--- src/adc_seq_defines.svh ---
/*
 * register offsets, field positions, reset values and timing counts
 * of the converter sequencer. assumes one 100 MHz clock.
 */
`ifndef ADC_SEQ_DEFINES_SVH
`define ADC_SEQ_DEFINES_SVH

// ----------------------------------------------------------------------
// register offsets
// ----------------------------------------------------------------------
`define OFS_MODE         3'h0
`define OFS_CHANNEL      3'h1
`define OFS_PIN_FUNC     3'h2
`define OFS_RESULT_WORD  3'h3
`define OFS_RESULT_BYTE  3'h4
`define OFS_STATUS       3'h5

// ----------------------------------------------------------------------
// fields and reset values
// ----------------------------------------------------------------------
`define MODE_COMP_EN_BIT 0
`define MODE_LEVEL_LSB   1
`define MODE_RATE_LSB    3
`define MODE_RUN_BIT     7
`define MODE_WR_MASK     8'hBF
`define MODE_RESET       8'h00
`define CHANNEL_RESET    4'h0
`define PIN_FUNC_RESET   4'h0
`define RESULT_WORD_RST  16'h0000
`define RESULT_BYTE_RST  8'h00
`define RESULT_LSB_ZEROS 6

// ----------------------------------------------------------------------
// timing
// ----------------------------------------------------------------------
`define CLK_PERIOD_NS     10
`define COMP_SETTLE_NS    1000
`define SAMPLE_TICKS      8'h04
`define FIRST_EXTRA_TICKS 8'h02

`endif

--- src/adc_seq_pkg.sv ---
/*
 * types shared by the converter sequencer modules.
 * assumes the defines header is compiled alongside.
 */
package adc_seq_pkg;

    typedef enum logic [1:0] {
        ST_IDLE    = 2'b00,
        ST_SAMPLE  = 2'b01,
        ST_CONVERT = 2'b10
    } conv_state_t;

    typedef struct packed {
        logic        rd;
        logic        wr;
        logic [2:0]  addr;
        logic [15:0] wdata;
    } reg_req_t;

endpackage : adc_seq_pkg

--- src/sar_adc_sequencer.sv ---
/*
 * converter control and successive-approximation sequencing, with
 * software registers on a plain strobe port.
 * assumes an external sample-and-hold, ladder and comparator that answer
 * i_comp_above within one clock of the trial tap changing.
 */
// Functional notes
// - mode bit 0 powers the comparator; enable it before converting.
// - mode bits 5..1 (rate and level) set the conversion time.
// - channel select bits 3..0 pick one of twelve inputs.
// - mode bit 7 set starts converting the selected channel.
// - sample for a fixed time, then hold until conversion ends.
// - first trial sets bit nine against the half tap.
// - next bit compares against three or one quarter tap.
// - continue to bit zero, then latch the ten bits.
// - raise completion pulse as the result is latched.
// - while run stays set, the next conversion starts at once.
// - channel write aborts conversion; restart from sampling if running.
// - clearing run stops at once; results keep last value.
// - reset clears word result to zero and byte result to zero.
// - word result is ten bits shifted left by six.
// - byte result updates together with the word result.
// - channel restart takes exact conversion time; first may differ.
// - config write at conversion end wins; no store, no pulse.
// - result read at conversion end returns the old value.
`timescale 1ns/1ps
`include "adc_seq_defines.svh"

module sar_adc_sequencer #(
    parameter int          RES_BITS     = 10,
    parameter logic [7:0]  SAMPLE_TICKS = `SAMPLE_TICKS,
    parameter logic [7:0]  FIRST_EXTRA  = `FIRST_EXTRA_TICKS
) (
    input  wire logic                     i_clk,
    input  wire logic                     i_reset,
    input  wire adc_seq_pkg::reg_req_t    i_bus,
    input  wire logic                     i_comp_above,
    output logic [15:0]                   o_rdata,
    output logic                          o_conversion_done_irq,
    output logic                          o_comparator_enable,
    output logic                          o_sample,
    output logic                          o_hold,
    output logic [3:0]                    o_channel,
    output logic [9:0]                    o_tap_code
);

    // ------------------------------------------------------------------
    // constants and checks
    // ------------------------------------------------------------------
    localparam int SETTLE_INT =
        (`COMP_SETTLE_NS + `CLK_PERIOD_NS - 1) / `CLK_PERIOD_NS;
    localparam logic [6:0] SETTLE_CYC = 7'(SETTLE_INT);

    generate
        if (RES_BITS != 10) begin : g_bad_res
            $error("result registers are laid out for ten bits");
        end
        if (SAMPLE_TICKS == 8'h00 || SAMPLE_TICKS > 8'h7F) begin : g_bad_smp
            $error("sample ticks must be 1 to 127");
        end
        if (FIRST_EXTRA > 8'h7F) begin : g_bad_first
            $error("first extra ticks must be below 128");
        end
    endgenerate

    typedef struct packed {
        logic [7:0]               mode;
        logic [3:0]               channel;
        logic [3:0]               pin_func;
        logic [15:0]              word;
        logic [7:0]               byte_res;
        logic [15:0]              rdata;
        logic                     irq;
        adc_seq_pkg::conv_state_t state;
        logic [7:0]               smp_cnt;
        logic [6:0]               settle;
        logic                     sample;
        logic                     hold;
    } seq_state_t;

    seq_state_t s_q;
    seq_state_t s_d;

    logic       tick;
    logic       div_restart;
    logic       sar_begin;
    logic       sar_step;
    logic       sar_done;
    logic [9:0] sar_result;
    logic [9:0] sar_trial;
    logic       conv_end;
    logic       cfg_write;
    logic       chan_write;
    logic       run_next;

    // ------------------------------------------------------------------
    // register read decode
    // ------------------------------------------------------------------
    function automatic logic [15:0] read_mux(input logic [2:0] a,
                                             input seq_state_t s);
        logic [15:0] r;
        r = 16'h0000;
        if (a == `OFS_MODE) begin
            r = {8'h00, s.mode};
        end else if (a == `OFS_CHANNEL) begin
            r = {12'h000, s.channel};
        end else if (a == `OFS_PIN_FUNC) begin
            r = {12'h000, s.pin_func};
        end else if (a == `OFS_RESULT_WORD) begin
            r = s.word;
        end else if (a == `OFS_RESULT_BYTE) begin
            r = {8'h00, s.byte_res};
        end else if (a == `OFS_STATUS) begin
            r = {14'h0000, s.settle == SETTLE_CYC,
                 s.state != adc_seq_pkg::ST_IDLE};
        end
        return r;
    endfunction : read_mux

    // ------------------------------------------------------------------
    // sub-blocks
    // ------------------------------------------------------------------
    step_divider u_div (
        .i_clk     (i_clk),
        .i_reset   (i_reset),
        .i_rate    (s_q.mode[`MODE_RATE_LSB +: 3]),
        .i_level   (s_q.mode[`MODE_LEVEL_LSB +: 2]),
        .i_run     (s_q.state != adc_seq_pkg::ST_IDLE),
        .i_restart (div_restart),
        .o_tick    (tick)
    );

    sar_engine #(
        .WIDTH (10)
    ) u_sar (
        .i_clk        (i_clk),
        .i_reset      (i_reset),
        .i_begin      (sar_begin),
        .i_step       (sar_step),
        .i_comp_above (i_comp_above),
        .o_trial      (sar_trial),
        .o_result     (sar_result),
        .o_done       (sar_done)
    );

    // ------------------------------------------------------------------
    // next state
    // ------------------------------------------------------------------
    assign sar_step   = tick && (s_q.state == adc_seq_pkg::ST_CONVERT);
    assign conv_end   = sar_step && sar_done;
    assign chan_write = i_bus.wr && (i_bus.addr == `OFS_CHANNEL);
    assign cfg_write  = i_bus.wr && ((i_bus.addr == `OFS_MODE) ||
                        (i_bus.addr == `OFS_CHANNEL) ||
                        (i_bus.addr == `OFS_PIN_FUNC));

    always_comb begin
        s_d         = s_q;
        s_d.irq     = 1'b0;
        div_restart = 1'b0;
        sar_begin   = 1'b0;
        if (i_bus.rd) begin
            // old result is read before any store on this edge
            s_d.rdata = read_mux(i_bus.addr, s_q);
        end
        if (i_bus.wr) begin
            if (i_bus.addr == `OFS_MODE) begin
                s_d.mode = i_bus.wdata[7:0] & `MODE_WR_MASK;
            end else if (i_bus.addr == `OFS_CHANNEL) begin
                s_d.channel = i_bus.wdata[3:0];
            end else if (i_bus.addr == `OFS_PIN_FUNC) begin
                s_d.pin_func = i_bus.wdata[3:0];
            end
        end
        // comparator settling status
        if (!s_d.mode[`MODE_COMP_EN_BIT]) begin
            s_d.settle = 7'h00;
        end else if (s_q.settle != SETTLE_CYC) begin
            s_d.settle = s_q.settle + 7'h01;
        end
        if (conv_end && !cfg_write) begin
            s_d.word = {sar_result, 6'h00};
            s_d.byte_res = sar_result[9:2];
            s_d.irq = 1'b1;
        end
        run_next = s_d.mode[`MODE_RUN_BIT];
        case (s_q.state)
            adc_seq_pkg::ST_IDLE: begin
                if (run_next) begin
                    s_d.state   = adc_seq_pkg::ST_SAMPLE;
                    s_d.smp_cnt = 8'(SAMPLE_TICKS + FIRST_EXTRA);
                    div_restart = 1'b1;
                end
            end
            adc_seq_pkg::ST_SAMPLE: begin
                if (tick) begin
                    if (s_q.smp_cnt == 8'h01) begin
                        s_d.state = adc_seq_pkg::ST_CONVERT;
                        sar_begin = 1'b1;
                    end else begin
                        s_d.smp_cnt = s_q.smp_cnt - 8'h01;
                    end
                end
            end
            adc_seq_pkg::ST_CONVERT: begin
                if (conv_end) begin
                    s_d.state   = adc_seq_pkg::ST_SAMPLE;
                    s_d.smp_cnt = SAMPLE_TICKS;
                end
            end
            default: begin
                s_d.state = adc_seq_pkg::ST_IDLE;
            end
        endcase
        if (!run_next) begin
            s_d.state = adc_seq_pkg::ST_IDLE;
        end else if (chan_write && s_q.state != adc_seq_pkg::ST_IDLE) begin
            s_d.state   = adc_seq_pkg::ST_SAMPLE;
            s_d.smp_cnt = SAMPLE_TICKS;
            div_restart = 1'b1;
        end
        s_d.sample = (s_d.state == adc_seq_pkg::ST_SAMPLE);
        s_d.hold   = (s_d.state == adc_seq_pkg::ST_CONVERT);
    end

    // ------------------------------------------------------------------
    // state register
    // ------------------------------------------------------------------
    always_ff @(posedge i_clk) begin
        if (i_reset) begin
            s_q          <= '0;
            s_q.mode     <= `MODE_RESET;
            s_q.channel  <= `CHANNEL_RESET;
            s_q.pin_func <= `PIN_FUNC_RESET;
            s_q.word     <= `RESULT_WORD_RST;
            s_q.byte_res <= `RESULT_BYTE_RST;
            s_q.state    <= adc_seq_pkg::ST_IDLE;
        end else begin
            s_q <= s_d;
        end
    end

    assign o_rdata               = s_q.rdata;
    assign o_conversion_done_irq = s_q.irq;
    assign o_comparator_enable   = s_q.mode[`MODE_COMP_EN_BIT];
    assign o_sample              = s_q.sample;
    assign o_hold                = s_q.hold;
    assign o_channel             = s_q.channel;
    assign o_tap_code            = sar_trial;
endmodule : sar_adc_sequencer

--- src/sar_engine.sv ---
/*
 * successive-approximation register: msb first trial and compare.
 * assumes i_comp_above is high when the held input >= the trial tap.
 */
`timescale 1ns/1ps

module sar_engine #(
    parameter int WIDTH = 10
) (
    input  wire logic             i_clk,
    input  wire logic             i_reset,
    input  wire logic             i_begin,
    input  wire logic             i_step,
    input  wire logic             i_comp_above,
    output logic [WIDTH-1:0]      o_trial,
    output logic [WIDTH-1:0]      o_result,
    output logic                  o_done
);

    typedef struct packed {
        logic [WIDTH-1:0] trial;
        logic [WIDTH-1:0] mask;
    } sar_state_t;

    localparam logic [WIDTH-1:0] TOP = {1'b1, {(WIDTH-1){1'b0}}};
    localparam logic [WIDTH-1:0] BOTTOM = {{(WIDTH-1){1'b0}}, 1'b1};

    sar_state_t s_q;
    sar_state_t s_d;
    logic [WIDTH-1:0] kept;

    generate
        if (WIDTH < 2) begin : g_bad_width
            $error("sar_engine needs at least two bits");
        end
    endgenerate

    always_comb begin
        s_d    = s_q;
        kept   = i_comp_above ? s_q.trial : (s_q.trial & ~s_q.mask);
        o_done = i_step && (s_q.mask == BOTTOM);
        if (i_begin) begin
            s_d.trial = TOP;
            s_d.mask  = TOP;
        end else if (i_step && (s_q.mask != '0)) begin
            s_d.mask  = s_q.mask >> 1;
            s_d.trial = kept | (s_q.mask >> 1);
        end
    end

    assign o_trial  = s_q.trial;
    assign o_result = kept;

    always_ff @(posedge i_clk) begin
        if (i_reset) begin
            s_q <= '0;
        end else begin
            s_q <= s_d;
        end
    end
endmodule : sar_engine

--- src/step_divider.sv ---
/*
 * step divider: one-cycle tick every (rate+1) << level clocks.
 * assumes a synchronous active high reset.
 */
`timescale 1ns/1ps

module step_divider (
    input  wire logic       i_clk,
    input  wire logic       i_reset,
    input  wire logic [2:0] i_rate,
    input  wire logic [1:0] i_level,
    input  wire logic       i_run,
    input  wire logic       i_restart,
    output logic            o_tick
);

    typedef struct packed {
        logic [6:0] cnt;
    } div_state_t;

    div_state_t s_q;
    div_state_t s_d;
    logic [6:0] period;

    // step tick period from rate and level fields; a conversion takes 14 periods
    assign period = 7'({4'h0, i_rate} + 7'h01) << i_level;

    always_comb begin
        s_d    = s_q;
        o_tick = 1'b0;
        if (i_restart || !i_run) begin
            s_d.cnt = 7'h00;
        end else if (s_q.cnt == period - 7'h01) begin
            s_d.cnt = 7'h00;
            o_tick  = 1'b1;
        end else begin
            s_d.cnt = s_q.cnt + 7'h01;
        end
    end

    always_ff @(posedge i_clk) begin
        if (i_reset) begin
            s_q <= '0;
        end else begin
            s_q <= s_d;
        end
    end

endmodule : step_divider

--- config.mk ---
export PLATFORM = sky130hd
export DESIGN_NAME = sar_adc_sequencer
export DESIGN_NICKNAME = d
export VERILOG_FILES = /design/src/adc_seq_pkg.sv /design/src/sar_adc_sequencer.sv /design/src/sar_engine.sv /design/src/step_divider.sv
export VERILOG_INCLUDE_DIRS = /design/src
export SDC_FILE = /design/constraint.sdc
export NUM_CORES = 1
export LEC_CHECK = 0
export BUFFER_PORTS_ARGS = -buffer_cell sky130_fd_sc_hd__buf_4
export CAP_MARGIN = 5
export CORE_MARGIN = 10
export CORE_UTILIZATION = 33
export CTS_CLUSTER_DIAMETER = 100
export DETAILED_ROUTE_END_ITERATION = 12
export GPL_TIMING_DRIVEN = 0
export PLACE_DENSITY = 0.54
export SYNTH_ARGS = -nofsm -noshare
export SYNTH_HDL_FRONTEND = slang
export SYNTH_HIERARCHICAL = 1
export SYNTH_SLANG_ARGS = --single-unit
--- constraint.sdc ---
create_clock -name i_clk -period 5.39 [get_ports i_clk]
set_clock_uncertainty 0.05 [all_clocks]
set_input_delay 0.539 -clock i_clk [delete_from_list [all_inputs] [get_ports i_clk]]
set_output_delay 0.539 -clock i_clk [all_outputs]
set_load 0.03 [all_outputs]
==> key figures <==
Outcome
  • Status: finished, final reports clean

Power and ir drop
  • Clk pwr share: 0.458
  • Combinational fraction of design power: 0.073
  • Worst vdd ir: 143.1 uV
  • Static Leakage: 2.176 nW
  • Pwr Density: 252.6 nW/um2
  • Psw: 0.3497 mW
  • Int Power: 1.062 mW
  • Sw Share: 0.2477
  • Flop pwr share: 0.469

Worst setup path
  • Crit-path cells: ha_1 > a21oi_1 > or2_2 > ha_1 > a21o_1 > o211a_2 > o31ai_4 > and4_1 > buf_2 > and3_1 > buf_4 > nor4b_1 > and3_1 > nand4b_1 > a31oi_1 > clkbuf_4 > mux2i_1 > nor2_1
  • CP peak stage delay: 0.41 ns
  • WS Path Type: flip-flop to flip-flop
  • WP buf/inv: 3
  • WP data required: 5.56 ns
  • Worst setup SP type: flip-flop
  • Crit end category: flip-flop
  • RR Endpoint: s_q[50]
  • Depth of the most critical reg-to-reg path: 18
  • Crit-path max FO: 10
  • R2r startpoint: s_q[72]
  • Reg2reg setup slack: 0.39 ns
  • Crit-path slowest cell: ha_1
  • Critical Path AT: 5.17 ns
  • Top Family by Delay on Critical Path: simple AND/OR/NAND/NOR gates

Routing
  • Residual DRC: 0
  • Via-to-Cell Ratio: 5.136
  • WL/cell: 15.84 um
  • Vias: 3996
  • Wirelength, routed: 12320 um
  • Routed Antenna Nets: 0
  • Drt initial violations: 208
  • TritonRoute pass-1 iters: 5

Timing
  • Setup TNS: 0 ns
  • Period minus WS final: 4.998 ns
  • Slew Limit Headroom: 0.5520
  • Tcrit/Tclk final: 0.9273
  • Achievable Freq: 200.1 MHz
  • Worst slew pin tran: 0.6669 ns
  • Final setup vio count: 0
  • Count of pins over their slew limit: 0
  • RSZ-0062 raised after global routing: false
  • Fin. Hold Viols: 0
  • WHS: 0.3692 ns

Place
  • Placed cell area: 5283 um2
  • HPWL Detailed: 9267 um
  • Routability cong.: 0.8079
  • IO Port Bufs: 48

Synth
  • Dominant cell type by area after synthesis: dfxtp_1
  • Post-synth EDFFs: 0
  • Post-synthesis register bit count: 88
  • Top post-synthesis cells by area: dfxtp_1 (38%), mux2i_1 (5.5%), buf_4 (5.1%)
  • Post-synth cell types: 73
  • Area of the mapped netlist: 4697 um2
  • Primary FF master, synth: dfxtp_1
  • Post-Synthesis Cells: 534
  • Mapped Nets: 565
  • Seq/Total Area, Yosys: 0.3751
  • Syn. warnings: 6
  • Synth top area share: 0.3751
  • Mean Syn Cell Area: 8.796 um2
  • Fraction of registers with async set/reset: 0

Layout
  • Most common cell after layout, fill and taps aside: dfxtp_1
  • # diodes: 0
  • Area of the multi-input gates: 2494 um2
  • Most frequent cells in the layout: dfxtp_1 (88), buf_4 (80), nor2_1 (57)
  • Area grow syn2layout: 18.97%
  • Reg area: 1762 um2
  • Total of fill cells in the finished design: 1409
  • Final instance area: 5588 um2
  • Layout cells sized above 1: 0.2191
  • Nets@finish: 624

Floorplanning
  • Full die area: 19410 um2
  • Die X: 139.3 um
  • Die H: 139.3 um
  • Starting density of the core: 0.3371
  • CORE AREA: 13930 um2
  • I/O pin count: 58
  • Std-Cell Rows: 43

Clocking
  • Post-CTS Setup Inserts: 0
  • H-tree levels: 3
  • Post-cts sizing count: 0
  • Clock root buffer: clkbuf_16
  • CTS max path bufs: 2
  • Hold_buf cts: 0
  • Clock sink count: 88
  • Worst-path clk slew: 0.07 ns
  • Number of CTS-inserted buffers: 9
  • Clock Latency Late Sink: 0.35 ns
  • CTS tree: done

Job
  • Max Cap Violations: 0

Global routing
  • GR Overflow Total: 0
  • Largest net degree at the start of global routing: 17
  • Global-route wire length before repair: 20110 um
  • Overall Global Routing Usage: 0.1236
  • Antenna violations before repair: 0
  • Number of global-route vias before repair: 3776

Min path
  • Worst hold path depth: 2
  • HP Class: input port to flip-flop
  • Hold path endpoint: u_sar/s_q[9]
  • Hold_sp: i_reset
[worst max path at each step]
stage	endpoint	cells past startpoint	slack, ns	startpoint
after floorplan	s_q[37]	18	1.30	s_q[72]
after global routing	s_q[50]	18	0.03	s_q[72]
after CTS	s_q[42]	18	0.37	s_q[72]
after global placement	s_q[40]	18	0.41	s_q[72]
final	s_q[50]	18	0.39	s_q[72]
after detailed placement	s_q[51]	18	0.38	s_q[72]
[registers in the layout, summed over array words and instances, names as in the netlist]
register and count:
o_comparator_enable 1, u_div/s_q 7, s_q 37, o_channel 4
o_conversion_done_irq 1, u_sar/s_q 10, u_sar/o_trial 10, o_rdata 16
o_hold 1, o_sample 1
[Yosys cell counts (all sizes together), types with 3 or more instances]
library cell,number
mux2,5
dfxtp,88
a211oi,7
or3,3
xnor2,11
o21a,3
or2,5
nor4b,3
mux2i,27
nand4b,4
inv,17
o31ai,3
a31oi,18
a21boi,11
nor2,57
nor3,11
and3,8
clkbuf,13
a22oi,3
nand3,13
nor2b,14
and2,3
a21o,3
nand2,31
xor2,8
o221ai,3
nor4bb,3
a21oi,38
o21ai,4
a311oi,13
buf,44
nand2b,19
ha,7
[logic make-up after synthesis]
group           Yosys count  synth area share
flops                    88            0.3751
xor+xnor                 19           0.03703
simple gates            190            0.2155
compound gates          124            0.1894
mux                      32           0.07032
fa+ha+maj                 7           0.01865
buf+inv                  74           0.09403
[final cells by class]
class / instances / area share
multi-input combinational: 372 / 0.4463
clock buffer: 9 / 0.04030
tap: 180 / 0.04030
inverter: 17 / 0.01142
clock inverter: 7 / 0.01388
timing repair buffer: 48 / 0.06449
sequential: 88 / 0.3153
buffer: 57 / 0.06807
[through the flow]
step	power [mW]	std cells	setup WS [ns]	util
6_report	1.412	778	0.3920	0.4010
5_1_grt	1.461	778	0.03029	0.4010
4_1_cts	1.434	778	0.3666	0.4008
3_5_place_dp	0.7801	762	0.3847	0.3791
3_3_place_gp	0.7790	762	0.4148	0.3791
2_1_floorplan	0.7428	534	1.297	-
[power by group through the flow]
stage	clock network, mW	registers [mW]	logic, mW
6_report	0.647	0.662	0.103
5_1_grt	0.686	0.663	0.112
4_1_cts	0.668	0.662	0.104
3_5_place_dp	0	0.677	0.103
3_3_place_gp	0	0.677	0.102
2_1_floorplan	0	0.675	0.0677
[routing by layer]
metal  routed length [um]  up-vias  track usage  share of wire
met5                    0        -            0              0
met4                  113        0      0.03130         0.0092
met3                  537       14      0.03403          0.044
met2                 5681       71       0.1944           0.46
met1                 5989     1901       0.1624           0.49
li1                     -     2010            -              -
No activity file was read; power rests on OpenSTA's default activity.
